`config.mk`:
```
export PLATFORM = sky130hd
export DESIGN_NAME = sample_clock_ctrl
export DESIGN_NICKNAME = d
export VERILOG_FILES = /design/src/hw/sample_clock_ctrl.v /design/src/hw/pin_sync3.v /design/src/hw/oversample_calc.v
export VERILOG_INCLUDE_DIRS = /design/src /design/src/hw
export SDC_FILE = /design/constraint.sdc
export NUM_CORES = 1
export LEC_CHECK = 0
export BUFFER_PORTS_ARGS = -buffer_cell sky130_fd_sc_hd__buf_4
export CORE_MARGIN = 2
export CORE_UTILIZATION = 35
export DETAILED_ROUTE_END_ITERATION = 8
export PLACE_DENSITY = 0.51
export SLEW_MARGIN = 10
export SYNTH_ARGS = -nofsm -noshare
export SYNTH_HDL_FRONTEND = slang
export SYNTH_HIERARCHICAL = 1
export SYNTH_SLANG_ARGS = --single-unit
```
`constraint.sdc`:
```
create_clock -name core_clk -period 4.3 [get_ports core_clk]
set_clock_uncertainty 0.05 [all_clocks]
set_input_delay 0.215 -clock core_clk [delete_from_list [all_inputs] [get_ports core_clk]]
set_output_delay 0.215 -clock core_clk [all_outputs]
set_load 0.01 [all_outputs]
```
`src/hw/clock_ctrl_consts.vh`:
```
// Offsets, reset values and timing constants of the sample clock control
`ifndef CLOCK_CTRL_CONSTS_VH
`define CLOCK_CTRL_CONSTS_VH

// Register offsets as printed (word index on the parameter port)
`define ADDR_SAMPLE_RATE_HZ 18'h04e20
`define ADDR_CLOCK_OUTPUT_ENABLE 18'h04e8e
`define ADDR_CLOCK_OUTPUT_FREQUENCY 18'h04e8f
`define ADDR_REFERENCE_FREQUENCY_HZ 18'h04eac
`define ADDR_CLOCK_SOURCE_SELECT 18'h04ee8
`define ADDR_OVERSAMPLING_FACTOR 18'h30dbb

// Clock source value
`define MODE_EXTERNAL_REFERENCE_PLL 32'h00000020

// Reset values
`define RST_CLOCK_SOURCE_SELECT 32'h00000020
`define RST_REFERENCE_FREQUENCY_HZ 32'h00989680
`define RST_SAMPLE_RATE_HZ 32'h03b9aca0
`define RST_CLOCK_OUTPUT_ENABLE 1'b0
`define RST_OVERSAMPLING_FACTOR 32'h00000001

// Supported ranges
`define REF_MIN_HZ 32'h000f4240
`define REF_MAX_HZ 32'h3b9aca00
`define ADC_MIN_HZ 32'h02faf080
`define OSF_MAX_LOG2 8
`define RATE_STEP_LOG2 4

// Timing
`define CORE_CLK_HZ 32'h05f5e100
`define LOCK_TIME_MAX_MS 32'h000000c8
`define LOCK_TIMEOUT_CYC (`LOCK_TIME_MAX_MS * (`CORE_CLK_HZ / 32'h000003e8))
`define LOCK_BLANK_CYC 32'h00000008

`endif

```
`src/hw/sample_clock_ctrl.v`:
```
// Sample clock control: external reference PLL setup, lock wait and clock output
`timescale 1ns/1ps
`include "clock_ctrl_consts.vh"
// Contract
// - Clock source value 32 routes the external reference into the PLL.
// - Reference register is read/write, range checked, and feeds PLL settings.
// - PLL stays in the path even when rate equals reference.
// - Start loads pending settings; changed settings reprogram the PLL then lock.
// - Start waits for PLL lock, up to 200 ms, before clock is stable.
// - Lock wait happens automatically within the start, no software step.
// - Failed lock refuses the start and reports a lock failure error.
// - Below converter minimum, converter runs in range with up to 256x oversampling, digital part slower; code caps at 256x even if still below range.
// - Oversampling register reads the current factor, 1 when inactive.
// - Clock output carries programmed rate times oversampling factor.
// - Output enable write 1 drives the connector, 0 makes it high impedance.
// - Output frequency register reads the synthesized clock at the output.
// - Sample rate write requests hertz; read returns nearest achievable rate.
module sample_clock_ctrl #(
    parameter [31:0] LOCK_TIMEOUT_CYC = `LOCK_TIMEOUT_CYC,
    parameter [31:0] REF_MIN_HZ = `REF_MIN_HZ,
    parameter [31:0] REF_MAX_HZ = `REF_MAX_HZ,
    parameter [31:0] ADC_MIN_HZ = `ADC_MIN_HZ,
    parameter integer OSF_MAX_LOG2 = `OSF_MAX_LOG2,
    parameter integer RATE_STEP_LOG2 = `RATE_STEP_LOG2
) (
    input wire core_clk,
    input wire srst,
    input wire [17:0] reg_addr,
    input wire [31:0] reg_wdata,
    input wire reg_wr,
    input wire reg_rd,
    output reg [31:0] reg_rdata,
    output reg reg_rvalid,
    input wire card_start_command,
    input wire pll_lock,
    output reg pll_ref_ext_sel,
    output reg pll_bypass,
    output reg pll_program,
    output reg [31:0] pll_ref_hz,
    output reg [31:0] pll_target_hz,
    output reg [31:0] digital_rate_hz,
    output reg [31:0] digital_decim,
    output reg clk_out_oe,
    output reg sample_clock_stable,
    output reg start_busy,
    output reg start_accepted,
    output reg start_refused,
    output reg pll_lock_failure_error
);
    localparam [1:0] ST_IDLE = 2'b00;
    localparam [1:0] ST_WAIT_LOCK = 2'b01;
    localparam [1:0] ST_RUN = 2'b10;

    localparam [32:0] STEP_HALF = (33'h000000001 << RATE_STEP_LOG2) >> 1;
    localparam [31:0] STEP_MASK = ~((32'h00000001 << RATE_STEP_LOG2) - 32'h00000001);

    // Pending settings written by software
    reg [31:0] pend_mode;
    reg [31:0] pend_ref;
    reg [31:0] pend_rate;
    reg out_enable;
    // Settings loaded into hardware at the last start
    reg [31:0] act_mode;
    reg [31:0] act_ref;
    reg [31:0] act_rate;
    reg programmed;

    reg [1:0] state;
    reg [31:0] lock_cnt;
    wire lock_level;
    wire [31:0] act_osf;
    wire [39:0] act_conv_hz;
    wire settings_changed;
    wire [31:0] pend_rate_near;
    wire lock_ok;
    wire lock_timeout;
    wire err_set;
    wire err_clr;

    // Nearest rate the PLL can generate on its frequency grid
    function [31:0] nearest_rate;
        input [31:0] r;
        reg [32:0] s;
        begin
            s = {1'b0, r} + STEP_HALF;
            if (s[32]) begin
                nearest_rate = r & STEP_MASK;
            end else begin
                nearest_rate = s[31:0] & STEP_MASK;
            end
        end
    endfunction

    // Reference writes outside the supported range are dropped
    function ref_in_range;
        input [31:0] f;
        begin
            ref_in_range = (f >= REF_MIN_HZ) && (f <= REF_MAX_HZ);
        end
    endfunction

    pin_sync3 lock_sync (
        .core_clk(core_clk),
        .srst(srst),
        .pin_in(pll_lock),
        .level(lock_level)
    );

    oversample_calc #(
        .ADC_MIN_HZ(ADC_MIN_HZ),
        .OSF_MAX_LOG2(OSF_MAX_LOG2)
    ) osf_unit (
        .core_clk(core_clk),
        .srst(srst),
        .rate_hz(act_rate),
        .osf(act_osf),
        .conv_hz(act_conv_hz)
    );

    assign pend_rate_near = nearest_rate(pend_rate);
    assign settings_changed = !programmed || (pend_mode != act_mode)
        || (pend_ref != act_ref) || (pend_rate_near != act_rate);

    // Lock counts only after the blank window, which hides the stale
    // synchronised level left over from before the reprogram
    assign lock_ok = lock_level && (lock_cnt >= `LOCK_BLANK_CYC);
    assign lock_timeout = (lock_cnt >= LOCK_TIMEOUT_CYC - 32'h00000001);
    // Failure flag events; a start while waiting clears nothing
    assign err_clr = card_start_command && (state == ST_IDLE || state == ST_RUN);
    assign err_set = ((state == ST_RUN) && !card_start_command && !lock_level)
        || ((state == ST_WAIT_LOCK) && !lock_ok && lock_timeout);

    // Register writes into the pending set
    always @(posedge core_clk) begin
        if (srst) begin
            pend_mode <= `RST_CLOCK_SOURCE_SELECT;
            pend_ref <= `RST_REFERENCE_FREQUENCY_HZ;
            pend_rate <= `RST_SAMPLE_RATE_HZ;
            out_enable <= `RST_CLOCK_OUTPUT_ENABLE;
        end else if (reg_wr) begin
            case (reg_addr)
                `ADDR_CLOCK_SOURCE_SELECT: begin
                    // Any value is stored; only 32 routes the reference
                    pend_mode <= reg_wdata;
                end
                `ADDR_REFERENCE_FREQUENCY_HZ: begin
                    if (ref_in_range(reg_wdata)) begin
                        pend_ref <= reg_wdata;
                    end
                end
                `ADDR_SAMPLE_RATE_HZ: begin
                    pend_rate <= reg_wdata;
                end
                `ADDR_CLOCK_OUTPUT_ENABLE: begin
                    out_enable <= reg_wdata[0];
                end
                default: begin
                end
            endcase
        end
    end

    // Register reads, answered one cycle later
    always @(posedge core_clk) begin
        if (srst) begin
            reg_rdata <= 32'h00000000;
            reg_rvalid <= 1'b0;
        end else begin
            reg_rvalid <= reg_rd;
            if (reg_rd) begin
                case (reg_addr)
                    `ADDR_CLOCK_SOURCE_SELECT: begin
                        reg_rdata <= pend_mode;
                    end
                    `ADDR_REFERENCE_FREQUENCY_HZ: begin
                        reg_rdata <= pend_ref;
                    end
                    `ADDR_SAMPLE_RATE_HZ: begin
                        reg_rdata <= pend_rate_near;
                    end
                    `ADDR_CLOCK_OUTPUT_ENABLE: begin
                        reg_rdata <= {31'h00000000, out_enable};
                    end
                    `ADDR_CLOCK_OUTPUT_FREQUENCY: begin
                        // Nothing synthesized at the output until lock is accepted
                        reg_rdata <= sample_clock_stable ? act_conv_hz[31:0] : 32'h00000000;
                    end
                    `ADDR_OVERSAMPLING_FACTOR: begin
                        reg_rdata <= act_osf;
                    end
                    default: begin
                        reg_rdata <= 32'h00000000;
                    end
                endcase
            end
        end
    end

    // Start sequence with automatic lock wait
    always @(posedge core_clk) begin
        if (srst) begin
            state <= ST_IDLE;
            lock_cnt <= 32'h00000000;
            act_mode <= `RST_CLOCK_SOURCE_SELECT;
            act_ref <= `RST_REFERENCE_FREQUENCY_HZ;
            act_rate <= `RST_SAMPLE_RATE_HZ;
            programmed <= 1'b0;
            pll_program <= 1'b0;
            start_busy <= 1'b0;
            start_accepted <= 1'b0;
            start_refused <= 1'b0;
            sample_clock_stable <= 1'b0;
        end else begin
            pll_program <= 1'b0;
            start_accepted <= 1'b0;
            start_refused <= 1'b0;
            case (state)
                ST_IDLE, ST_RUN: begin
                    if (card_start_command) begin
                        lock_cnt <= 32'h00000000;
                        if (settings_changed) begin
                            act_mode <= pend_mode;
                            act_ref <= pend_ref;
                            act_rate <= pend_rate_near;
                            programmed <= 1'b1;
                            pll_program <= 1'b1;
                            sample_clock_stable <= 1'b0;
                            start_busy <= 1'b1;
                            state <= ST_WAIT_LOCK;
                        end else if (lock_level && sample_clock_stable) begin
                            // Unchanged settings on a held lock need no wait
                            start_accepted <= 1'b1;
                        end else begin
                            sample_clock_stable <= 1'b0;
                            start_busy <= 1'b1;
                            state <= ST_WAIT_LOCK;
                        end
                    end else if (state == ST_RUN && !lock_level) begin
                        // Reference lost while running
                        sample_clock_stable <= 1'b0;
                        programmed <= 1'b0;
                        state <= ST_IDLE;
                    end
                end
                ST_WAIT_LOCK: begin
                    // Starts arriving while waiting are ignored
                    lock_cnt <= lock_cnt + 32'h00000001;
                    if (lock_ok) begin
                        sample_clock_stable <= 1'b1;
                        start_accepted <= 1'b1;
                        start_busy <= 1'b0;
                        state <= ST_RUN;
                    end else if (lock_timeout) begin
                        // Out of time: refuse and force a full reprogram next start
                        start_refused <= 1'b1;
                        programmed <= 1'b0;
                        start_busy <= 1'b0;
                        state <= ST_IDLE;
                    end
                end
                default: begin
                    state <= ST_IDLE;
                end
            endcase
        end
    end

    // Lock failure flag, held until the next start; a set in the clear cycle wins
    always @(posedge core_clk) begin
        if (srst) begin
            pll_lock_failure_error <= 1'b0;
        end else if (err_set) begin
            pll_lock_failure_error <= 1'b1;
        end else if (err_clr) begin
            pll_lock_failure_error <= 1'b0;
        end
    end

    // PLL settings and clock output drive
    always @(posedge core_clk) begin
        if (srst) begin
            pll_ref_ext_sel <= 1'b0;
            pll_bypass <= 1'b0;
            pll_ref_hz <= 32'h00000000;
            pll_target_hz <= 32'h00000000;
            digital_rate_hz <= 32'h00000000;
            digital_decim <= `RST_OVERSAMPLING_FACTOR;
            clk_out_oe <= 1'b0;
        end else begin
            pll_ref_ext_sel <= (act_mode == `MODE_EXTERNAL_REFERENCE_PLL);
            // Held low: the PLL stays in the path even for a plain copy
            pll_bypass <= 1'b0;
            pll_ref_hz <= act_ref;
            pll_target_hz <= act_conv_hz[31:0];
            digital_rate_hz <= act_rate;
            digital_decim <= act_osf;
            clk_out_oe <= out_enable;
        end
    end
endmodule // sample_clock_ctrl

```
`src/hw/pin_sync3.v`:
```
// Three-stage synchroniser with agreement filter for an asynchronous pin
`timescale 1ns/1ps
module pin_sync3 (
    input wire core_clk,
    input wire srst,
    input wire pin_in,
    output reg level
);
    reg s1;
    reg s2;
    reg s3;

    always @(posedge core_clk) begin
        if (srst) begin
            s1 <= 1'b0;
            s2 <= 1'b0;
            s3 <= 1'b0;
            level <= 1'b0;
        end else begin
            s1 <= pin_in;
            s2 <= s1;
            s3 <= s2;
            // Change counts once stages two and three agree
            if (s2 == s3) begin
                level <= s3;
            end
        end
    end
endmodule // pin_sync3

```
`src/hw/oversample_calc.v`:
```
// Oversampling factor and converter clock from a programmed sample rate
`timescale 1ns/1ps
`include "clock_ctrl_consts.vh"
module oversample_calc #(
    parameter [31:0] ADC_MIN_HZ = `ADC_MIN_HZ,
    parameter integer OSF_MAX_LOG2 = `OSF_MAX_LOG2
) (
    input wire core_clk,
    input wire srst,
    input wire [31:0] rate_hz,
    output reg [31:0] osf,
    output reg [39:0] conv_hz
);
    reg [3:0] next_log2;
    reg found;
    integer i;

    // Smallest power of two that lifts the converter into its range, else the largest, 2^OSF_MAX_LOG2
    always @* begin
        found = 1'b0;
        next_log2 = OSF_MAX_LOG2[3:0];
        for (i = 0; i <= OSF_MAX_LOG2; i = i + 1) begin
            if (!found && (({8'h00, rate_hz} << i) >= {8'h00, ADC_MIN_HZ})) begin
                found = 1'b1;
                next_log2 = i[3:0];
            end
        end
    end

    always @(posedge core_clk) begin
        if (srst) begin
            osf <= `RST_OVERSAMPLING_FACTOR;
            conv_hz <= 40'h0000000000;
        end else begin
            osf <= 32'h00000001 << next_log2;
            conv_hz <= {8'h00, rate_hz} << next_log2;
        end
    end
endmodule // oversample_calc

```
==> flow_summary.yaml <==
setup_path:
  critPathLaunchType: "flop"
  regToRegStartpoint: "pend_rate[13]"
  cp_common_cell: "buf_4"
  critPathKind: "reg -> reg"
  worst_ep_required_time_ns: 4.72
  timing.critical_path.cells: "nand4_1 -> or4_1 -> buf_4 -> a211oi_4 -> o22ai_1 -> a211o_1 -> a211oi_1 -> nor4b_4 -> buf_4 -> a21oi_4 -> buf_12 -> mux2_1"
  cp_slowest_stage_delay_ns: 0.53
  regToRegSetupSlack_ns: 0.22
  crit_path_end: "act_rate[30]"
  worstReg2RegEnd: "act_rate[30]"
  setup.worst_path.start: "pend_rate[13]"
  crit_path_top_delay_cell: "or4_1"
  critical_path_peak_fanout: 14
  setup.worst_path.end_class: "flop"
  worst-r2r-cell-count: 12
  worstPathArrival_ns: 4.50
route:
  ant_nets: 0
  detailedRoute.firstIterationViolations: 1973
  firstDrtPassIters: 9
  routedWlPerCell_microns: 24.4
  postRouteWirelength_microns: 85700
  post-route-drc-count: 1
  detailroute.via_count: 19500
  viasPerCell: 5.54
floorplanning:
  core_area_sq_um: 58700
  rows: 89
  die_width_microns: 247
  dieHeight_microns: 247
  start_util: 0.352
  die_area_sq_um: 61000
  ios: 226
grt:
  overflow: 0
  antenna_found_initial: 5
  grt_max_degree: 89
  first_global_vias: 18800
  grt.total_usage: 0.276
  first_pass_grt_wire_length_microns: 125000
pwr:
  ir_worst_vdd_mv: 0.302
  total_leakage_power_nw: 10.4
  power.density_nw_per_um2: 363
  total_power_mw: 9.36
cells_and_area:
  post_layout_nonfiller_instances: 3516
  final_layout_size_suffix_gt1_frac: 0.174
  finalInstanceArea_sq_um: 25800
  layout.nets: 2760
  area_growth_pct: 24.9
  post-route-util: 0.440
sta:
  transition_time_of_the_tightest_slew_check_pin_ns: 1.13
  maxSlewHeadroom: 0.245
  timing.hold.ws_ns: 0.0719
  final-max-slew-violation-count: 0
  final_min_period_over_clock_period: 0.948
  timing.setup.tns_ns: 0
  post-route-min-period_ns: 4.08
  setup_viol: 0
  maxClockFrequency_mhz: 245
  hold_viol: 0
  setup_repair_after_global_routing_missed_its_margin: "false"
  worst_slack_ns: 0.222
run:
  max_cap_viol_count: 0
clock_tree:
  worst_setup_hold_path_clk_slew_ns: 0.06
  numCtsBuffers: 49
  tritoncts: "done"
  clkLatencyLatePin_ns: 0.60
  cts_buffer_depth: 3
  cts.sinks: 438
  h-tree-depth: 2
  cts.root.buffer_cell: "clkbuf_16"
synth:
  netlist_area_sq_um: 20700
  post_synth.cell_area_avg_sq_um: 8.52
  syn_inst: 2424
  ys.warnings.count: 6
placement:
  gp_congestion: 0.987
  port_buffers: 220
  placed_cells: 3387
  pre_cts_ws_ns: 0.271
  dp_hpwl_microns: 65000
  postPlaceCellArea_sq_um: 23600
worst_hold_path:
  holdCritPathClass: "in -> reg"
status:
  violations: "design-rule violations"
  run_status: "complete, but fails checks"
## registers in the layout (all words and copies together) (netlist names), 2 cells and up
signal	cells
act_ref	32
osf_unit/osf	16
pll_target_hz	32
act_mode	32
pend_ref	32
digital_decim	32
pend_mode	32
digital_rate_hz	28
reg_rdata	32
osf_unit/conv_hz	32
lock_cnt	32
pend_rate	29
state	2
act_rate	28
pll_ref_hz	32
## where the power goes
part | total (mW) | internal, mW | switching [mW]
registers | 4.14 | 4.11 | 0.0288
logic | 0.540 | 0.203 | 0.336
clock network | 4.68 | 2.87 | 1.81
## how the worst min path moves through the flow
stage / startpoint / endpoint / slack, ns / cells after the start
2_1_floorplan: srst / lock_sync/level / 0.23 / 1
3_3_place_gp: lock_sync/s1 / lock_sync/s2 / 0.37 / 1
3_5_place_dp: lock_sync/s1 / lock_sync/s2 / 0.38 / 1
4_1_cts: srst / reg_rdata[5] / 0.02 / 2
5_1_grt: srst / reg_rdata[12] / 0.06 / 2
6_report: srst / reg_rdata[5] / 0.07 / 2
## timing repair
item                                   CTS  global route
buffers inserted                         0             1
endpoints found under the hold margin   95             0
hold buffers                            35             0
resized for setup                        0             0
setup endpoints to repair                0             1
## layer usage
layer,part of all wire,up-vias,global-route usage
met5,0.00061,-,0
met4,0.044,6,0.118
met3,0.067,159,0.0517
met2,0.46,799,0.440
met1,0.43,9454,0.363
li1,-,9065,-
## critical path, delay by kind of cell, from the launching register on
kind	cells	cell delay (ns)
AO/OA/AOI/OAI	5	1.29
AND/OR/NAND/NOR	3	1.17
multiplexers	1	0.32
buffers and inverters	3	0.59
flip-flops	1	0.51
## cell usage in the layout, fill, tap and decap left out, types with 10 or more instances in the layout
cell type	n
and4_1	10
dfxtp_1	438
dlygate4sd3_1	35
or3_1	14
a31oi_1	12
mux2i_1	133
a21oi_1	136
nand2b_1	25
o21ai_0	29
xor2_1	40
clkbuf_1	10
conb_1	51
o211ai_1	20
nand2_1	350
a22oi_1	23
a211oi_1	45
bufinv_16	10
nor3_1	37
and2_1	20
or2_2	10
clkbuf_16	50
nor2_1	190
nand3_1	121
buf_4	326
nor4_1	36
buf_12	10
xnor2_1	53
and3_1	20
inv_1	28
nor2b_1	164
nand4_1	40
a222oi_1	31
a21o_1	27
## area by class of cell
cell class              instances  area (sq um)
fillers                      5808         32900
multi-input cells            1811         11100
flip-flops and latches        438          8770
repair buffers                372          3010
clock buffers                  67          1390
well taps                     773           967
clock inverters                24           417
inverters                      29           110
diodes                          2          5.00
(Power assumes the default switching activity.)
